<file path="src/pietc_pkg.sv">
package pietc_pkg;

  // Sizes
  localparam int          PORT_COUNT      = 3;
  localparam int          APB_AW          = 8;
  localparam int          APB_DW          = 32;
  localparam int          VID_W           = 12;
  localparam int          SETUP_W         = 6;

  // Register offsets; the per-port ones are indexed by port number
  localparam logic [7:0]  CTRL0_OFS [3]   = '{8'h10, 8'h20, 8'h30};
  localparam logic [7:0]  PORT_DEFAULT_VLAN_ID_OFS  [3]   = '{8'h14, 8'h24, 8'h34};
  localparam logic [7:0]  SPLIT2_OFS[3]   = '{8'h18, 8'h28, 8'h38};
  localparam logic [7:0]  STATUS_OFS      = 8'h40;
  localparam logic [7:0]  TAG_SETUP_OFS   = 8'h44;

  // Ingress and egress control fields
  localparam int          STORM_BIT       = 7;
  localparam int          DSCP_BIT        = 6;
  localparam int          P1P_BIT         = 5;
  localparam int          PRIO_HI         = 4;
  localparam int          PRIO_LO         = 3;
  localparam int          INSERT_BIT      = 2;
  localparam int          REMOVE_BIT      = 1;
  localparam int          SPLIT4_BIT      = 0;
  localparam int          SPLIT2_BIT      = 7;

  // Status fields
  localparam int          STAT_CONFL_LO   = 0;
  localparam int          STAT_READY_BIT  = 3;

  // Reset values, and the value of a complete tag setup
  localparam logic [7:0]  CTRL0_RST       = 8'h00;
  localparam logic [7:0]  SPLIT2_RST      = 8'h00;
  localparam logic [11:0] PORT_DEFAULT_VLAN_ID_RST        = 12'h001;
  localparam logic [5:0]  TAG_SETUP_RST   = 6'h00;
  localparam logic [5:0]  TAG_SETUP_FULL  = 6'h3f;

  typedef logic [1:0] pietc_prio_t;
  typedef logic [1:0] pietc_port_t;

endpackage : pietc_pkg

</file>
<file path="src/pietc_cfg_if.sv">
interface pietc_cfg_if;
  import pietc_pkg::*;

  logic        storm_en;
  logic        dscp_en;
  logic        p1p_en;
  pietc_prio_t port_prio;

  modport src (output storm_en, dscp_en, p1p_en, port_prio);
  modport dst (input  storm_en, dscp_en, p1p_en, port_prio);

endinterface : pietc_cfg_if

</file>
<file path="src/pietc_ingress.sv">
module pietc_ingress (
  // Clock and reset
  input  wire logic                 clk_sys,
  input  wire logic                 rst_n,
  // Port configuration
  pietc_cfg_if.dst                  cfg,
  // Received frame summary
  input  wire logic                 rx_valid,
  input  wire logic                 rx_bcast,
  input  wire logic                 rx_storm_over,
  input  wire logic                 rx_ipv4,
  input  wire pietc_pkg::pietc_prio_t rx_dscp_prio,
  input  wire logic                 rx_tagged,
  input  wire pietc_pkg::pietc_prio_t rx_tag_prio,
  // Classification result
  output logic                      cls_valid,
  output pietc_pkg::pietc_prio_t    cls_queue,
  output logic                      cls_drop
);
  import pietc_pkg::*;

  logic        dscp_hit;
  logic        p1p_hit;
  pietc_prio_t queue_d;

  always_comb begin
    dscp_hit = cfg.dscp_en & rx_ipv4;                      // see [RULE2]
    p1p_hit  = cfg.p1p_en & rx_tagged;                     // see [RULE3]
    queue_d  = cfg.port_prio;                              // see [RULE4]
    if (dscp_hit | p1p_hit) begin
      // Both results merge bitwise, overriding the port default
      queue_d = (dscp_hit ? rx_dscp_prio : 2'h0)
              | (p1p_hit ? rx_tag_prio : 2'h0);            // see [RULE5]
    end
  end

  always_ff @(posedge clk_sys) begin
    if (!rst_n) begin
      cls_valid <= 1'b0;
      cls_queue <= 2'h0;
      cls_drop  <= 1'b0;
    end else begin
      cls_valid <= rx_valid;
      cls_queue <= queue_d;
      cls_drop  <= rx_valid & rx_bcast & rx_storm_over
                 & cfg.storm_en;                           // see [RULE1]
    end
  end

  AST_STORM_DROP: assert property (@(posedge clk_sys) disable iff (!rst_n)
    rx_valid |-> ##1 (cls_drop == $past(rx_bcast & rx_storm_over
                                        & cfg.storm_en))) // see [RULE1]
    else $error("storm drop does not follow enable");
  AST_DSCP_ONLY: assert property (@(posedge clk_sys) disable iff (!rst_n)
    (rx_valid && cfg.dscp_en && rx_ipv4 && !(cfg.p1p_en && rx_tagged))
    |=> cls_queue == $past(rx_dscp_prio)) // see [RULE2]
    else $error("dscp class not applied");
  AST_P1P_ONLY: assert property (@(posedge clk_sys) disable iff (!rst_n)
    (rx_valid && cfg.p1p_en && rx_tagged && !(cfg.dscp_en && rx_ipv4))
    |=> cls_queue == $past(rx_tag_prio)) // see [RULE3]
    else $error("user priority class not applied");
  AST_PORT_PRIO: assert property (@(posedge clk_sys) disable iff (!rst_n)
    (rx_valid && !(cfg.dscp_en && rx_ipv4) && !(cfg.p1p_en && rx_tagged))
    |=> cls_queue == $past(cfg.port_prio)) // see [RULE4]
    else $error("port default queue not applied");
  AST_OR_MERGE: assert property (@(posedge clk_sys) disable iff (!rst_n)
    (rx_valid && cfg.dscp_en && rx_ipv4 && cfg.p1p_en && rx_tagged)
    |=> cls_queue == ($past(rx_dscp_prio) | $past(rx_tag_prio))) // see [RULE5]
    else $error("merged class wrong");

endmodule : pietc_ingress

</file>
<file path="src/pietc_top.sv">
// Notes on behaviour
// [RULE1] Bit 7 enables broadcast storm protection
// [RULE2] Bit 6 enables DiffServ classification for IPv4
// [RULE3] Bit 5 enables 802.1p user priority classification
// [RULE4] Bits 4-3 give fallback queue 0 to 3
// [RULE5] Both results ORed, replacing port default queue
// [RULE6] Bit 2 tags frames received untagged
// [RULE7] Inserted tag carries ingress port VLAN id
// [RULE8] Software programs tag setup bits before insertion
// [RULE9] Bit 1 strips tags from tagged frames
// [RULE10] Bit 0 splits transmit queue into four
// [RULE11] Software never sets both queue splits
// [RULE12] Three identical registers at 0x10, 0x20, 0x30
// [RULE13] Two-way split exclusive with four-way split
// [RULE14] Port VLAN id from default tag registers
// [RULE15] Tag change on egress recomputes frame checksum
module pietc_top #(
  parameter int NPORT = pietc_pkg::PORT_COUNT
) (
  // Clock and reset
  input  wire logic                          clk_sys,
  input  wire logic                          rst_n,
  // APB slave
  input  wire logic                          psel,
  input  wire logic                          penable,
  input  wire logic                          pwrite,
  input  wire logic [pietc_pkg::APB_AW-1:0]  paddr,
  input  wire logic [pietc_pkg::APB_DW-1:0]  pwdata,
  input  wire logic [3:0]                    pstrb,
  output logic      [pietc_pkg::APB_DW-1:0]  prdata,
  output logic                               pready,
  output logic                               pslverr,
  // Ingress frame summaries, one lane per port
  input  wire logic [NPORT-1:0]              rx_valid,
  input  wire logic [NPORT-1:0]              rx_bcast,
  input  wire logic [NPORT-1:0]              rx_storm_over,
  input  wire logic [NPORT-1:0]              rx_ipv4,
  input  wire pietc_pkg::pietc_prio_t [NPORT-1:0] rx_dscp_prio,
  input  wire logic [NPORT-1:0]              rx_tagged,
  input  wire pietc_pkg::pietc_prio_t [NPORT-1:0] rx_tag_prio,
  // Ingress classification results
  output logic      [NPORT-1:0]              cls_valid,
  output pietc_pkg::pietc_prio_t [NPORT-1:0] cls_queue,
  output logic      [NPORT-1:0]              cls_drop,
  // Egress frame request
  input  wire logic                          tx_valid,
  input  wire pietc_pkg::pietc_port_t        tx_port,
  input  wire pietc_pkg::pietc_port_t        tx_src_port,
  input  wire logic                          tx_rx_tagged,
  // Egress edit decision
  output logic                               tx_edit_valid,
  output logic                               tx_insert_tag,
  output logic                               tx_strip_tag,
  output logic      [pietc_pkg::VID_W-1:0]   tx_tag_vid,
  output logic                               tx_fcs_redo,
  // Transmit queue organisation per port
  output logic      [NPORT-1:0]              egress_queue_four_way_split,
  output logic      [NPORT-1:0]              egress_queue_two_way_split
);
  import pietc_pkg::*;

  if (NPORT < 1 || NPORT > PORT_COUNT) begin : g_bad_nport
    $error("NPORT must lie between 1 and 3");
  end

  logic [7:0]       ctrl0_q  [NPORT];
  logic [7:0]       split2_q [NPORT];
  logic [VID_W-1:0] port_default_vlan_id_q   [NPORT];
  logic [5:0]       setup_q;

  logic             apb_wr;
  logic             apb_rd;
  logic [NPORT-1:0] hit_ctrl0;
  logic [NPORT-1:0] hit_port_default_vlan_id;
  logic [NPORT-1:0] hit_split2;
  logic             hit_status;
  logic             hit_setup;
  logic             hit_any;
  logic [NPORT-1:0] conflict;
  logic             setup_ready;
  logic [APB_DW-1:0] rdata_d;

  // Zero wait states: every access completes in its first access cycle
  assign pready  = 1'b1;
  assign apb_wr  = psel & penable & pwrite;
  assign apb_rd  = psel & penable & ~pwrite;
  assign pslverr = psel & penable & ~hit_any;

  assign hit_status = (paddr == STATUS_OFS);
  assign hit_setup  = (paddr == TAG_SETUP_OFS);
  assign hit_any    = (|hit_ctrl0) | (|hit_port_default_vlan_id) | (|hit_split2)
                    | hit_status | hit_setup;
  assign setup_ready = (setup_q == TAG_SETUP_FULL);

  for (genvar p = 0; p < NPORT; p++) begin : g_port
    pietc_cfg_if cfg_if ();

    assign hit_ctrl0[p]  = (paddr == CTRL0_OFS[p]);        // see [RULE12]
    assign hit_port_default_vlan_id[p]   = (paddr == PORT_DEFAULT_VLAN_ID_OFS[p]);
    assign hit_split2[p] = (paddr == SPLIT2_OFS[p]);

    always_ff @(posedge clk_sys) begin
      if (!rst_n) begin
        ctrl0_q[p] <= CTRL0_RST;
      end else if (apb_wr && hit_ctrl0[p] && pstrb[0]) begin
        ctrl0_q[p] <= pwdata[7:0];                         // see [RULE12]
      end
    end

    always_ff @(posedge clk_sys) begin
      if (!rst_n) begin
        split2_q[p] <= SPLIT2_RST;
      end else if (apb_wr && hit_split2[p] && pstrb[0]) begin
        split2_q[p] <= {pwdata[SPLIT2_BIT], 7'h00};
      end
    end

    always_ff @(posedge clk_sys) begin
      if (!rst_n) begin
        port_default_vlan_id_q[p] <= PORT_DEFAULT_VLAN_ID_RST;
      end else if (apb_wr && hit_port_default_vlan_id[p]) begin
        if (pstrb[0]) begin
          port_default_vlan_id_q[p][7:0] <= pwdata[7:0];                   // see [RULE14]
        end
        if (pstrb[1]) begin
          port_default_vlan_id_q[p][11:8] <= pwdata[11:8];                 // see [RULE14]
        end
      end
    end

    // Both splits set is a software error; four-way wins and status flags it
    assign conflict[p] = ctrl0_q[p][SPLIT4_BIT] & split2_q[p][SPLIT2_BIT];

    always_ff @(posedge clk_sys) begin
      if (!rst_n) begin
        egress_queue_four_way_split[p] <= 1'b0;
        egress_queue_two_way_split[p]  <= 1'b0;
      end else begin
        egress_queue_four_way_split[p] <= ctrl0_q[p][SPLIT4_BIT]; // see [RULE10]
        egress_queue_two_way_split[p]  <= split2_q[p][SPLIT2_BIT]
                                        & ~ctrl0_q[p][SPLIT4_BIT]; // see [RULE13]
      end
    end

    assign cfg_if.storm_en  = ctrl0_q[p][STORM_BIT];
    assign cfg_if.dscp_en   = ctrl0_q[p][DSCP_BIT];
    assign cfg_if.p1p_en    = ctrl0_q[p][P1P_BIT];
    assign cfg_if.port_prio = ctrl0_q[p][PRIO_HI:PRIO_LO];

    pietc_ingress u_ingress (
      .clk_sys       (clk_sys),
      .rst_n         (rst_n),
      .cfg           (cfg_if),
      .rx_valid      (rx_valid[p]),
      .rx_bcast      (rx_bcast[p]),
      .rx_storm_over (rx_storm_over[p]),
      .rx_ipv4       (rx_ipv4[p]),
      .rx_dscp_prio  (rx_dscp_prio[p]),
      .rx_tagged     (rx_tagged[p]),
      .rx_tag_prio   (rx_tag_prio[p]),
      .cls_valid     (cls_valid[p]),
      .cls_queue     (cls_queue[p]),
      .cls_drop      (cls_drop[p])
    );

    AST_FOUR_SPLIT: assert property (@(posedge clk_sys) disable iff (!rst_n)
      ##1 egress_queue_four_way_split[p] == $past(ctrl0_q[p][SPLIT4_BIT]))
      // see [RULE10]
      else $error("four-way split does not follow its bit");
    AST_SPLIT_EXCL: assert property (@(posedge clk_sys) disable iff (!rst_n)
      !(egress_queue_four_way_split[p] && egress_queue_two_way_split[p]))
      // see [RULE13]
      else $error("both queue splits active");
    AST_CTRL0_WRITE: assert property (@(posedge clk_sys) disable iff (!rst_n)
      (apb_wr && paddr == CTRL0_OFS[p] && pstrb[0])
      |=> ctrl0_q[p] == $past(pwdata[7:0])) // see [RULE12]
      else $error("port control write lost");
  end

  always_ff @(posedge clk_sys) begin
    if (!rst_n) begin
      setup_q <= TAG_SETUP_RST;
    end else if (apb_wr && hit_setup && pstrb[0]) begin
      setup_q <= pwdata[SETUP_W-1:0];
    end
  end

  always_comb begin
    rdata_d = '0;
    for (int i = 0; i < NPORT; i++) begin
      if (hit_ctrl0[i]) begin
        rdata_d[7:0] = ctrl0_q[i];
      end
      if (hit_port_default_vlan_id[i]) begin
        rdata_d[VID_W-1:0] = port_default_vlan_id_q[i];
      end
      if (hit_split2[i]) begin
        rdata_d[7:0] = split2_q[i];
      end
    end
    if (hit_status) begin
      rdata_d[STAT_CONFL_LO +: NPORT] = conflict;
      rdata_d[STAT_READY_BIT]         = setup_ready;
    end
    if (hit_setup) begin
      rdata_d[SETUP_W-1:0] = setup_q;
    end
  end

  // Read data is combinational so it is valid in the single access cycle
  assign prdata = apb_rd ? rdata_d : '0;

  // Egress edit decision, registered one cycle after the request
  logic             tx_port_ok;
  logic             tx_src_ok;
  logic [7:0]       tx_ctrl;
  logic [VID_W-1:0] src_vid;
  logic             ins_d;
  logic             strip_d;

  assign tx_port_ok = (32'(tx_port) < NPORT);
  assign tx_src_ok  = (32'(tx_src_port) < NPORT);

  always_comb begin
    tx_ctrl = 8'h00;
    src_vid = '0;
    for (int i = 0; i < NPORT; i++) begin
      if (tx_port_ok && 32'(tx_port) == i) begin
        tx_ctrl = ctrl0_q[i];
      end
      if (tx_src_ok && 32'(tx_src_port) == i) begin
        src_vid = port_default_vlan_id_q[i];                               // see [RULE7]
      end
    end
  end

  // Insertion stays off until software has completed the tag setup field
  assign ins_d   = tx_ctrl[INSERT_BIT] & ~tx_rx_tagged
                 & setup_ready & tx_src_ok;                // see [RULE6] [RULE8]
  assign strip_d = tx_ctrl[REMOVE_BIT] & tx_rx_tagged;     // see [RULE9]

  always_ff @(posedge clk_sys) begin
    if (!rst_n) begin
      tx_edit_valid <= 1'b0;
      tx_insert_tag <= 1'b0;
      tx_strip_tag  <= 1'b0;
      tx_fcs_redo   <= 1'b0;
    end else begin
      tx_edit_valid <= tx_valid;
      tx_insert_tag <= tx_valid & ins_d;                   // see [RULE6]
      tx_strip_tag  <= tx_valid & strip_d;                 // see [RULE9]
      tx_fcs_redo   <= tx_valid & (ins_d | strip_d);       // see [RULE15]
    end
  end

  always_ff @(posedge clk_sys) begin
    if (!rst_n) begin
      tx_tag_vid <= '0;
    end else if (tx_valid) begin
      tx_tag_vid <= src_vid;                               // see [RULE7] [RULE14]
    end
  end

  AST_INSERT: assert property (@(posedge clk_sys) disable iff (!rst_n)
    (tx_valid && tx_port_ok && tx_src_ok && !tx_rx_tagged && setup_ready
     && tx_ctrl[INSERT_BIT]) |=> tx_insert_tag) // see [RULE6]
    else $error("untagged frame not tagged");
  AST_NO_RETAG: assert property (@(posedge clk_sys) disable iff (!rst_n)
    (tx_valid && tx_rx_tagged) |=> !tx_insert_tag) // see [RULE6]
    else $error("tagged frame given a second tag");
  AST_INGRESS_VID: assert property (@(posedge clk_sys) disable iff (!rst_n)
    (tx_valid && tx_src_ok) |=> tx_tag_vid == $past(src_vid)) // see [RULE7]
    else $error("inserted id is not the ingress port id");
  AST_STRIP: assert property (@(posedge clk_sys) disable iff (!rst_n)
    tx_valid |=> tx_strip_tag == $past(tx_rx_tagged && tx_ctrl[REMOVE_BIT]))
    // see [RULE9]
    else $error("tag removal wrong");
  AST_PORT_DEFAULT_VLAN_ID_WRITE: assert property (@(posedge clk_sys) disable iff (!rst_n)
    (apb_wr && hit_port_default_vlan_id[0] && pstrb[1:0] == 2'h3)
    |=> port_default_vlan_id_q[0] == $past(pwdata[VID_W-1:0])) // see [RULE14]
    else $error("default id write lost");
  AST_FCS: assert property (@(posedge clk_sys) disable iff (!rst_n)
    tx_edit_valid |-> tx_fcs_redo == (tx_insert_tag || tx_strip_tag))
    // see [RULE15]
    else $error("checksum redo does not match edit");

endmodule : pietc_top

</file>
<file path="config.mk">
export PLATFORM = sky130hd
export DESIGN_NAME = pietc_top
export DESIGN_NICKNAME = d
export VERILOG_FILES = /design/src/pietc_pkg.sv /design/src/pietc_cfg_if.sv /design/src/pietc_ingress.sv /design/src/pietc_top.sv
export SDC_FILE = /design/constraint.sdc
export NUM_CORES = 1
export LEC_CHECK = 0
export ABC_AREA = 1
export BUFFER_PORTS_ARGS = -buffer_cell sky130_fd_sc_hd__buf_2
export CAP_MARGIN = 10
export CORE_MARGIN = 8
export CORE_UTILIZATION = 47
export DETAILED_ROUTE_END_ITERATION = 10
export GPL_TIMING_DRIVEN = 0
export PLACE_DENSITY = 0.83
export REMOVE_ABC_BUFFERS = 1
export SLEW_MARGIN = 40
export SYNTH_ARGS = -nofsm -noshare
export SYNTH_HDL_FRONTEND = slang
export SYNTH_SLANG_ARGS = --single-unit
</file>
<file path="constraint.sdc">
create_clock -name clk_sys -period 1.56 [get_ports clk_sys]
set_clock_uncertainty 0.1 [all_clocks]
set_input_delay 0.312 -clock clk_sys [delete_from_list [all_inputs] [get_ports clk_sys]]
set_output_delay 0.312 -clock clk_sys [all_outputs]
set_load 0.01 [all_outputs]
</file>
# Yosys cells after proc, flatten, opt, wreduce, memory -nomap -nowiden
# Memories as Yosys holds them, arrays and structs flattened.
# Cells that the tools add are included.
[word_totals]
elab_cells = 209
out_inout_bits = 68
ramBits = 63
memories = 3
in_bits = 82
regBits = 40
[op_classes]
bitwise = 61
eq_ne = 16
order_cmp = 2
n_mux = 78
n_reduce_logical = 28
[memory_table]
columns = ["name", "depth", "width", "rd", "rd_ports_with_merged_regs", "wr", "line_no", "text"]
rows = [
  ["port_default_vlan_id_q", 3, 12, 3, 0, 3, "pietc_top.sv:68", "logic [VID_W-1:0] port_default_vlan_id_q [NPORT];"],
  ["ctrl0_q", 3, 8, 3, 0, 3, "pietc_top.sv:66", "logic [7:0] ctrl0_q [NPORT];"],
  ["split2_q", 3, 1, 3, 0, 3, "pietc_top.sv:67", "logic [7:0] split2_q [NPORT];"],
]
[op_table]
columns = ["cell", "n"]
rows = [
  ["two-way mux 8 bit", 12],
  ["two-way mux 12 bit", 7],
  ["equality test 8 x 6 -> 1 bit (second input constant)", 6],
  ["two-way mux 1 bit", 42],
  ["bitwise AND 1 bit", 32],
  ["equality test 8 x 5 -> 1 bit (second input constant)", 3],
  ["logical AND 1 bit", 23],
  ["bitwise OR 1 bit", 20],
  ["two-way mux 2 bit", 9],
  ["equality test 8 x 7 -> 1 bit (second input constant)", 2],
  ["two-way mux 4 bit", 4],
  ["two-way mux 3 bit", 3],
  ["OR reduction 3 bit", 3],
  ["equality test 6 bit (second input constant)", 1],
  ["two-way mux 6 bit", 1],
  ["inverter 1 bit", 6],
  ["bitwise OR 2 bit", 3],
  ["equality test 2 x 1 -> 1 bit (second input constant)", 2],
  ["equality test 2 bit (second input constant)", 2],
  ["logical NOT 2 bit", 2],
  ["< comparator 2 bit (second input constant)", 2],
]

# Logic depth before layout (Yosys ltp)
[logic_depth]
ltp_word = 13
depth_mapped = 11
ltp_nobuf = 11

# Cells and area by module
# From an unflattened synthesis, not the netlist that was laid out.
[hier_totals]
cells_unflattened = 627
area_unflattened_um2 = 5119.9
[modules_own_cells]
columns = ["module", "seq_area_each_um2", "instances", "cells_per_inst", "area_per_inst_um2"]
rows = [
  ["pietc_top", 2442.3, 1, 549, 4613.2],
  ["pietc_ingress", 80.1, 3, 26, 168.9],
]

# Worst setup path after synthesis
# Ideal clock, no wire load.
[synth_timing]
path_kind = "input-to-output"
start = "in paddr[0] (netlist bit)"
end = "out pslverr"
arrival_time_ns = 1.266
path_stages = 7
path_slack_ns = -0.118
t_required_ns = 1.148
path_buffers = 1
path_cell_list = "inv_1 > nand2_4 > nor2_2 > buf_6 > nand2_1 > nand4_1 > nor4_1"
[synth_via]
elab_chain_cells = 8
[synth_lines]
columns = ["element", "line_no", "text"]
rows = [
  ["start: declaration", "pietc_top.sv:27", "input wire logic [pietc_pkg::APB_AW-1:0] paddr,"],
  ["equality test 8 x 5 -> 1 bit (tied with other cells)", "pietc_top.sv:98", "assign hit_ctrl0[p] = (paddr == CTRL0_OFS[p]);"],
  ["OR reduction 3 bit", "pietc_top.sv:91", "assign hit_any = (|hit_ctrl0) | (|hit_port_default_vlan_id) | (|hit_split2)"],
  ["bitwise OR 1 bit (2 in series)", "pietc_top.sv:91", ""],
  ["bitwise OR 1 bit", "pietc_top.sv:92", "| hit_status | hit_setup;"],
  ["bitwise OR 1 bit *", "pietc_top.sv:92", ""],
  ["inverter 1 bit *", "pietc_top.sv:87", "assign pslverr = psel & penable & ~hit_any;"],
  ["bitwise AND 1 bit *", "pietc_top.sv:87", ""],
  ["end: declaration", "pietc_top.sv:32", "output logic pslverr,"],
]
# Mark *: on every way between the ends. The rest lies on a longest branch, timed or not.

==> run metrics <==
Hold Path End=g_port[0].u_ingress.cls_valid; GRT overflow=0; CTS tree=done; min-delay src=rx_valid[0]; fin crit period=1.97 ns; sequential power share=57.2%; largest net degree at the start of global routing=46; Mapped Avg Cell Area=8.41 um2; worst setup path category=flop to output pin; Sw Pwr=1.42 mW; Worst R2R Path Depth=6; status=finished, violations left; Sw Ratio=26.4%; max frequency=509 MHz; Worst EP required=1.15 ns; gr usage total=19.4%; Clock power frac=30.7%; final hold slack=0.0306 ns; Ports=150; RSZ-0062 raised after global routing=true; final core utilization=62.4%; Diodes inserted=0; fin crit share=126%; global-route wire length before repair=22400 um; grt met3 use=4.91%; synth warn=0; via count=4900; buffers and inverters on the worst path=1; crit end category=output pin; Die Area=14800 um2; # H-tree levels=3; Die X=122 um; Max Cap Violations=0; footprint of the multi-input gates=2370 um2; met2 track demand over resource=32.0%; IO buf count=106; EDFF count, synth=62; total clock buffers created by CTS=9; Place WS=-0.930 ns; Final WS setup=-0.406 ns; Async SR Flop Fraction=0%; detailed placement HPWL=10500 um; root buf cell=clkbuf_8; drt first-iter violations=582; row count=38; maximum vdd drop=418 uV; Pwr Density=795 nW/um2; share of cells above drive strength 1=37.1%; hold depth=3; vias in the first global route=4579; GR peak layer=met2; critical path data arrival time=1.55 ns; clk sinks=103; worst-path fanout max=2; vias per cell=5.48; Comb pwr share=12.1%; Post-synth top flop=edfxtp_1; cts hold-fix bufs=0; DR WL/cell=17.8 um; initial antenna violation count=1; Reg-to-Reg End=tx_fcs_redo; nets@finish=831; die height=122 um; # fillers=833; clk_lat worst skew=0.37 ns; register area=2690 um2; Lkg Pwr=3.05 nW; Starting Density=48.3%; DR DRC count=0; core area=10900 um2; final hold viol count=0; Synth-to-Final Area Change=29.1%; Slew Viols, Final=0; Critical Path Max Stage Delay=0.45 ns; Setup violations, final=15; Synth cell types=39; GP Congestion=0.933; DRT antenna net count=0; first-pass detailed-route iteration total=5; startpoint types=flop; Slew headroom=58.5%; M1 GR Usage=23.1%; Hold/Removal Path Class=primary input to flop; cell family with most CP delay=flip-flops; Mapped Cells=626; #FFs+latches synth=103; failing checks=negative setup slack; slowest cell on the critical path=edfxtp_1; Clock transition at path regs=0.10 ns; Max Buffers Root-to-Sink=2; worst-path cell chain=nand3_2 > nand2_1 > o21ai_1 > nand2_1 > nand2_2 > a21oi_2 > buf_2; reg-to-reg startpoint=setup_q[4]; final wirelength=15900 um; Mapped Area=5260 um2; Worst Tran Pin Value=0.622 ns; post-synthesis sequential area ratio=51.0%; Cell Int Power=3.98 mW; Fin Setup TNS=-4.56 ns; flop2flop setup slack=0.11 ns; most frequent CP cell=nand2_1
## kinds of logic (layout without fill, tap and decap cells)
logic type,after synthesis,after routing,synth area share (%)
flip-flops,103,103,51.0
buffers and inverters,136,245,12.5
AO/OA/AOI/OAI,87,87,9.84
AND/OR/NAND/NOR,298,298,26.5
other,2,21,0.143
## area by class of cell
| cell class | count | share of cell area [%] |
|---|---|---|
| clock buffers | 13 | 2.50 |
| clock inverters | 3 | 0.350 |
| inverters | 91 | 6.37 |
| multi-input cells | 406 | 34.8 |
| flip-flops and latches | 103 | 39.5 |
| well taps | 140 | 2.58 |
| repair buffers | 138 | 13.8 |
## worst max path at each step
stage	start	slack, ns	to	cells past startpoint
after global placement	paddr[0]	-0.89	prdata[6]	11
final	ctrl0_q[0][5]	-0.41	prdata[5]	7
after CTS	setup_q[4]	-0.37	prdata[3]	9
after global routing	setup_q[4]	-0.52	prdata[3]	9
after detailed placement	paddr[0]	-0.93	prdata[6]	11
after floorplan	paddr[0]	-0.33	prdata[6]	9
## per-stage QoR
step | instances | cell area [um2] | total power, mW
6_report | 894 | 6800 | 5.40
5_1_grt | 894 | 6800 | 5.58
4_1_cts | 883 | 6330 | 5.32
3_5_place_dp | 846 | 5730 | 3.66
3_3_place_gp | 846 | 5730 | 3.65
2_1_floorplan | 600 | 5020 | 3.39
## metal layers
| metal | part of all wire, % | vias to the layer above |
|---|---|---|
| li1 | - | 2245 |
| met1 | 37 | 2270 |
| met2 | 48 | 331 |
| met3 | 11 | 52 |
| met4 | 3.3 | 2 |
| met5 | 0.050 | - |
## cell usage after synthesis, types with 3 or more instances
library cell / n / share of area [%]
a21oi_1: 19 / 1.8
a22o_1: 3 / 0.50
a31oi_1: 13 / 1.5
buf_2: 6 / 0.57
buf_4: 28 / 4.0
buf_6: 4 / 0.86
clkbuf_1: 6 / 0.43
dfxtp_1: 41 / 16
edfxtp_1: 62 / 35
inv_1: 81 / 5.8
inv_2: 7 / 0.50
nand2_1: 111 / 7.9
nand2_2: 7 / 0.83
nand2_4: 5 / 1.1
nand3_1: 51 / 4.8
nand3_2: 4 / 0.76
nand4_1: 7 / 0.83
nor2_1: 88 / 6.3
nor2_2: 9 / 1.1
nor2_4: 5 / 1.1
nor3_1: 4 / 0.38
o21ai_0: 34 / 3.2
o21ai_1: 6 / 0.57
o221a_2: 6 / 1.3
## worst register-to-register path, cell delays in order, from the launching register on
cell	delay [ns]
dfxtp_2	0.34
inv_2	0.04
nor3_2	0.19
nand3_1	0.12
buf_4	0.15
a311oi_2	0.28
or2_2	0.17
## state kept, by name, indices dropped and copies added, names as in the netlist
signal                       count
port_default_vlan_id_q          36
ctrl0_q                         24
tx_tag_vid                      12
g_port.u_ingress.cls_queue       6
setup_q                          6
egress_queue_four_way_split      3
egress_queue_two_way_split       3
g_port.u_ingress.cls_drop        3
g_port.u_ingress.cls_valid       3
split2_q                         3
tx_edit_valid                    1
tx_fcs_redo                      1
tx_insert_tag                    1
tx_strip_tag                     1
## repair_timing
action	4_1_cts	5_1_grt
buffers inserted	21	13
resized for setup	74	94
setup endpoints to repair	80	73
pin swaps	30	43
## power groups by stage
stage / clock, mW / sequential [mW] / combinational, mW
floorplan: 0 / 3.14 / 0.251
global placement: 0 / 3.14 / 0.511
detailed placement: 0 / 3.14 / 0.519
CTS: 1.67 / 3.08 / 0.579
global route: 1.77 / 3.10 / 0.707
finish: 1.66 / 3.09 / 0.654
## placed cells by master (no fill, tap or decap), types with 3 or more instances in the layout
master,count
buf_4,24
buf_12,6
inv_4,4
a21oi_4,3
a31oi_1,12
a22o_1,3
nor2_4,13
nand3_2,14
nor2_1,73
o21ai_1,11
edfxtp_1,62
nand2_1,90
a21oi_2,7
nand4_1,7
clkbuf_8,10
nand2_2,22
inv_2,7
clkinv_8,4
nand2_4,6
dfxtp_1,38
o21ai_0,27
nand2_8,5
buf_2,94
inv_6,3
o221a_2,6
buf_8,3
a21oi_1,10
conb_1,21
nand3_1,40
inv_1,71
dfxtp_2,3
nor2_2,16
buf_6,11
(Power assumes the default switching activity.)
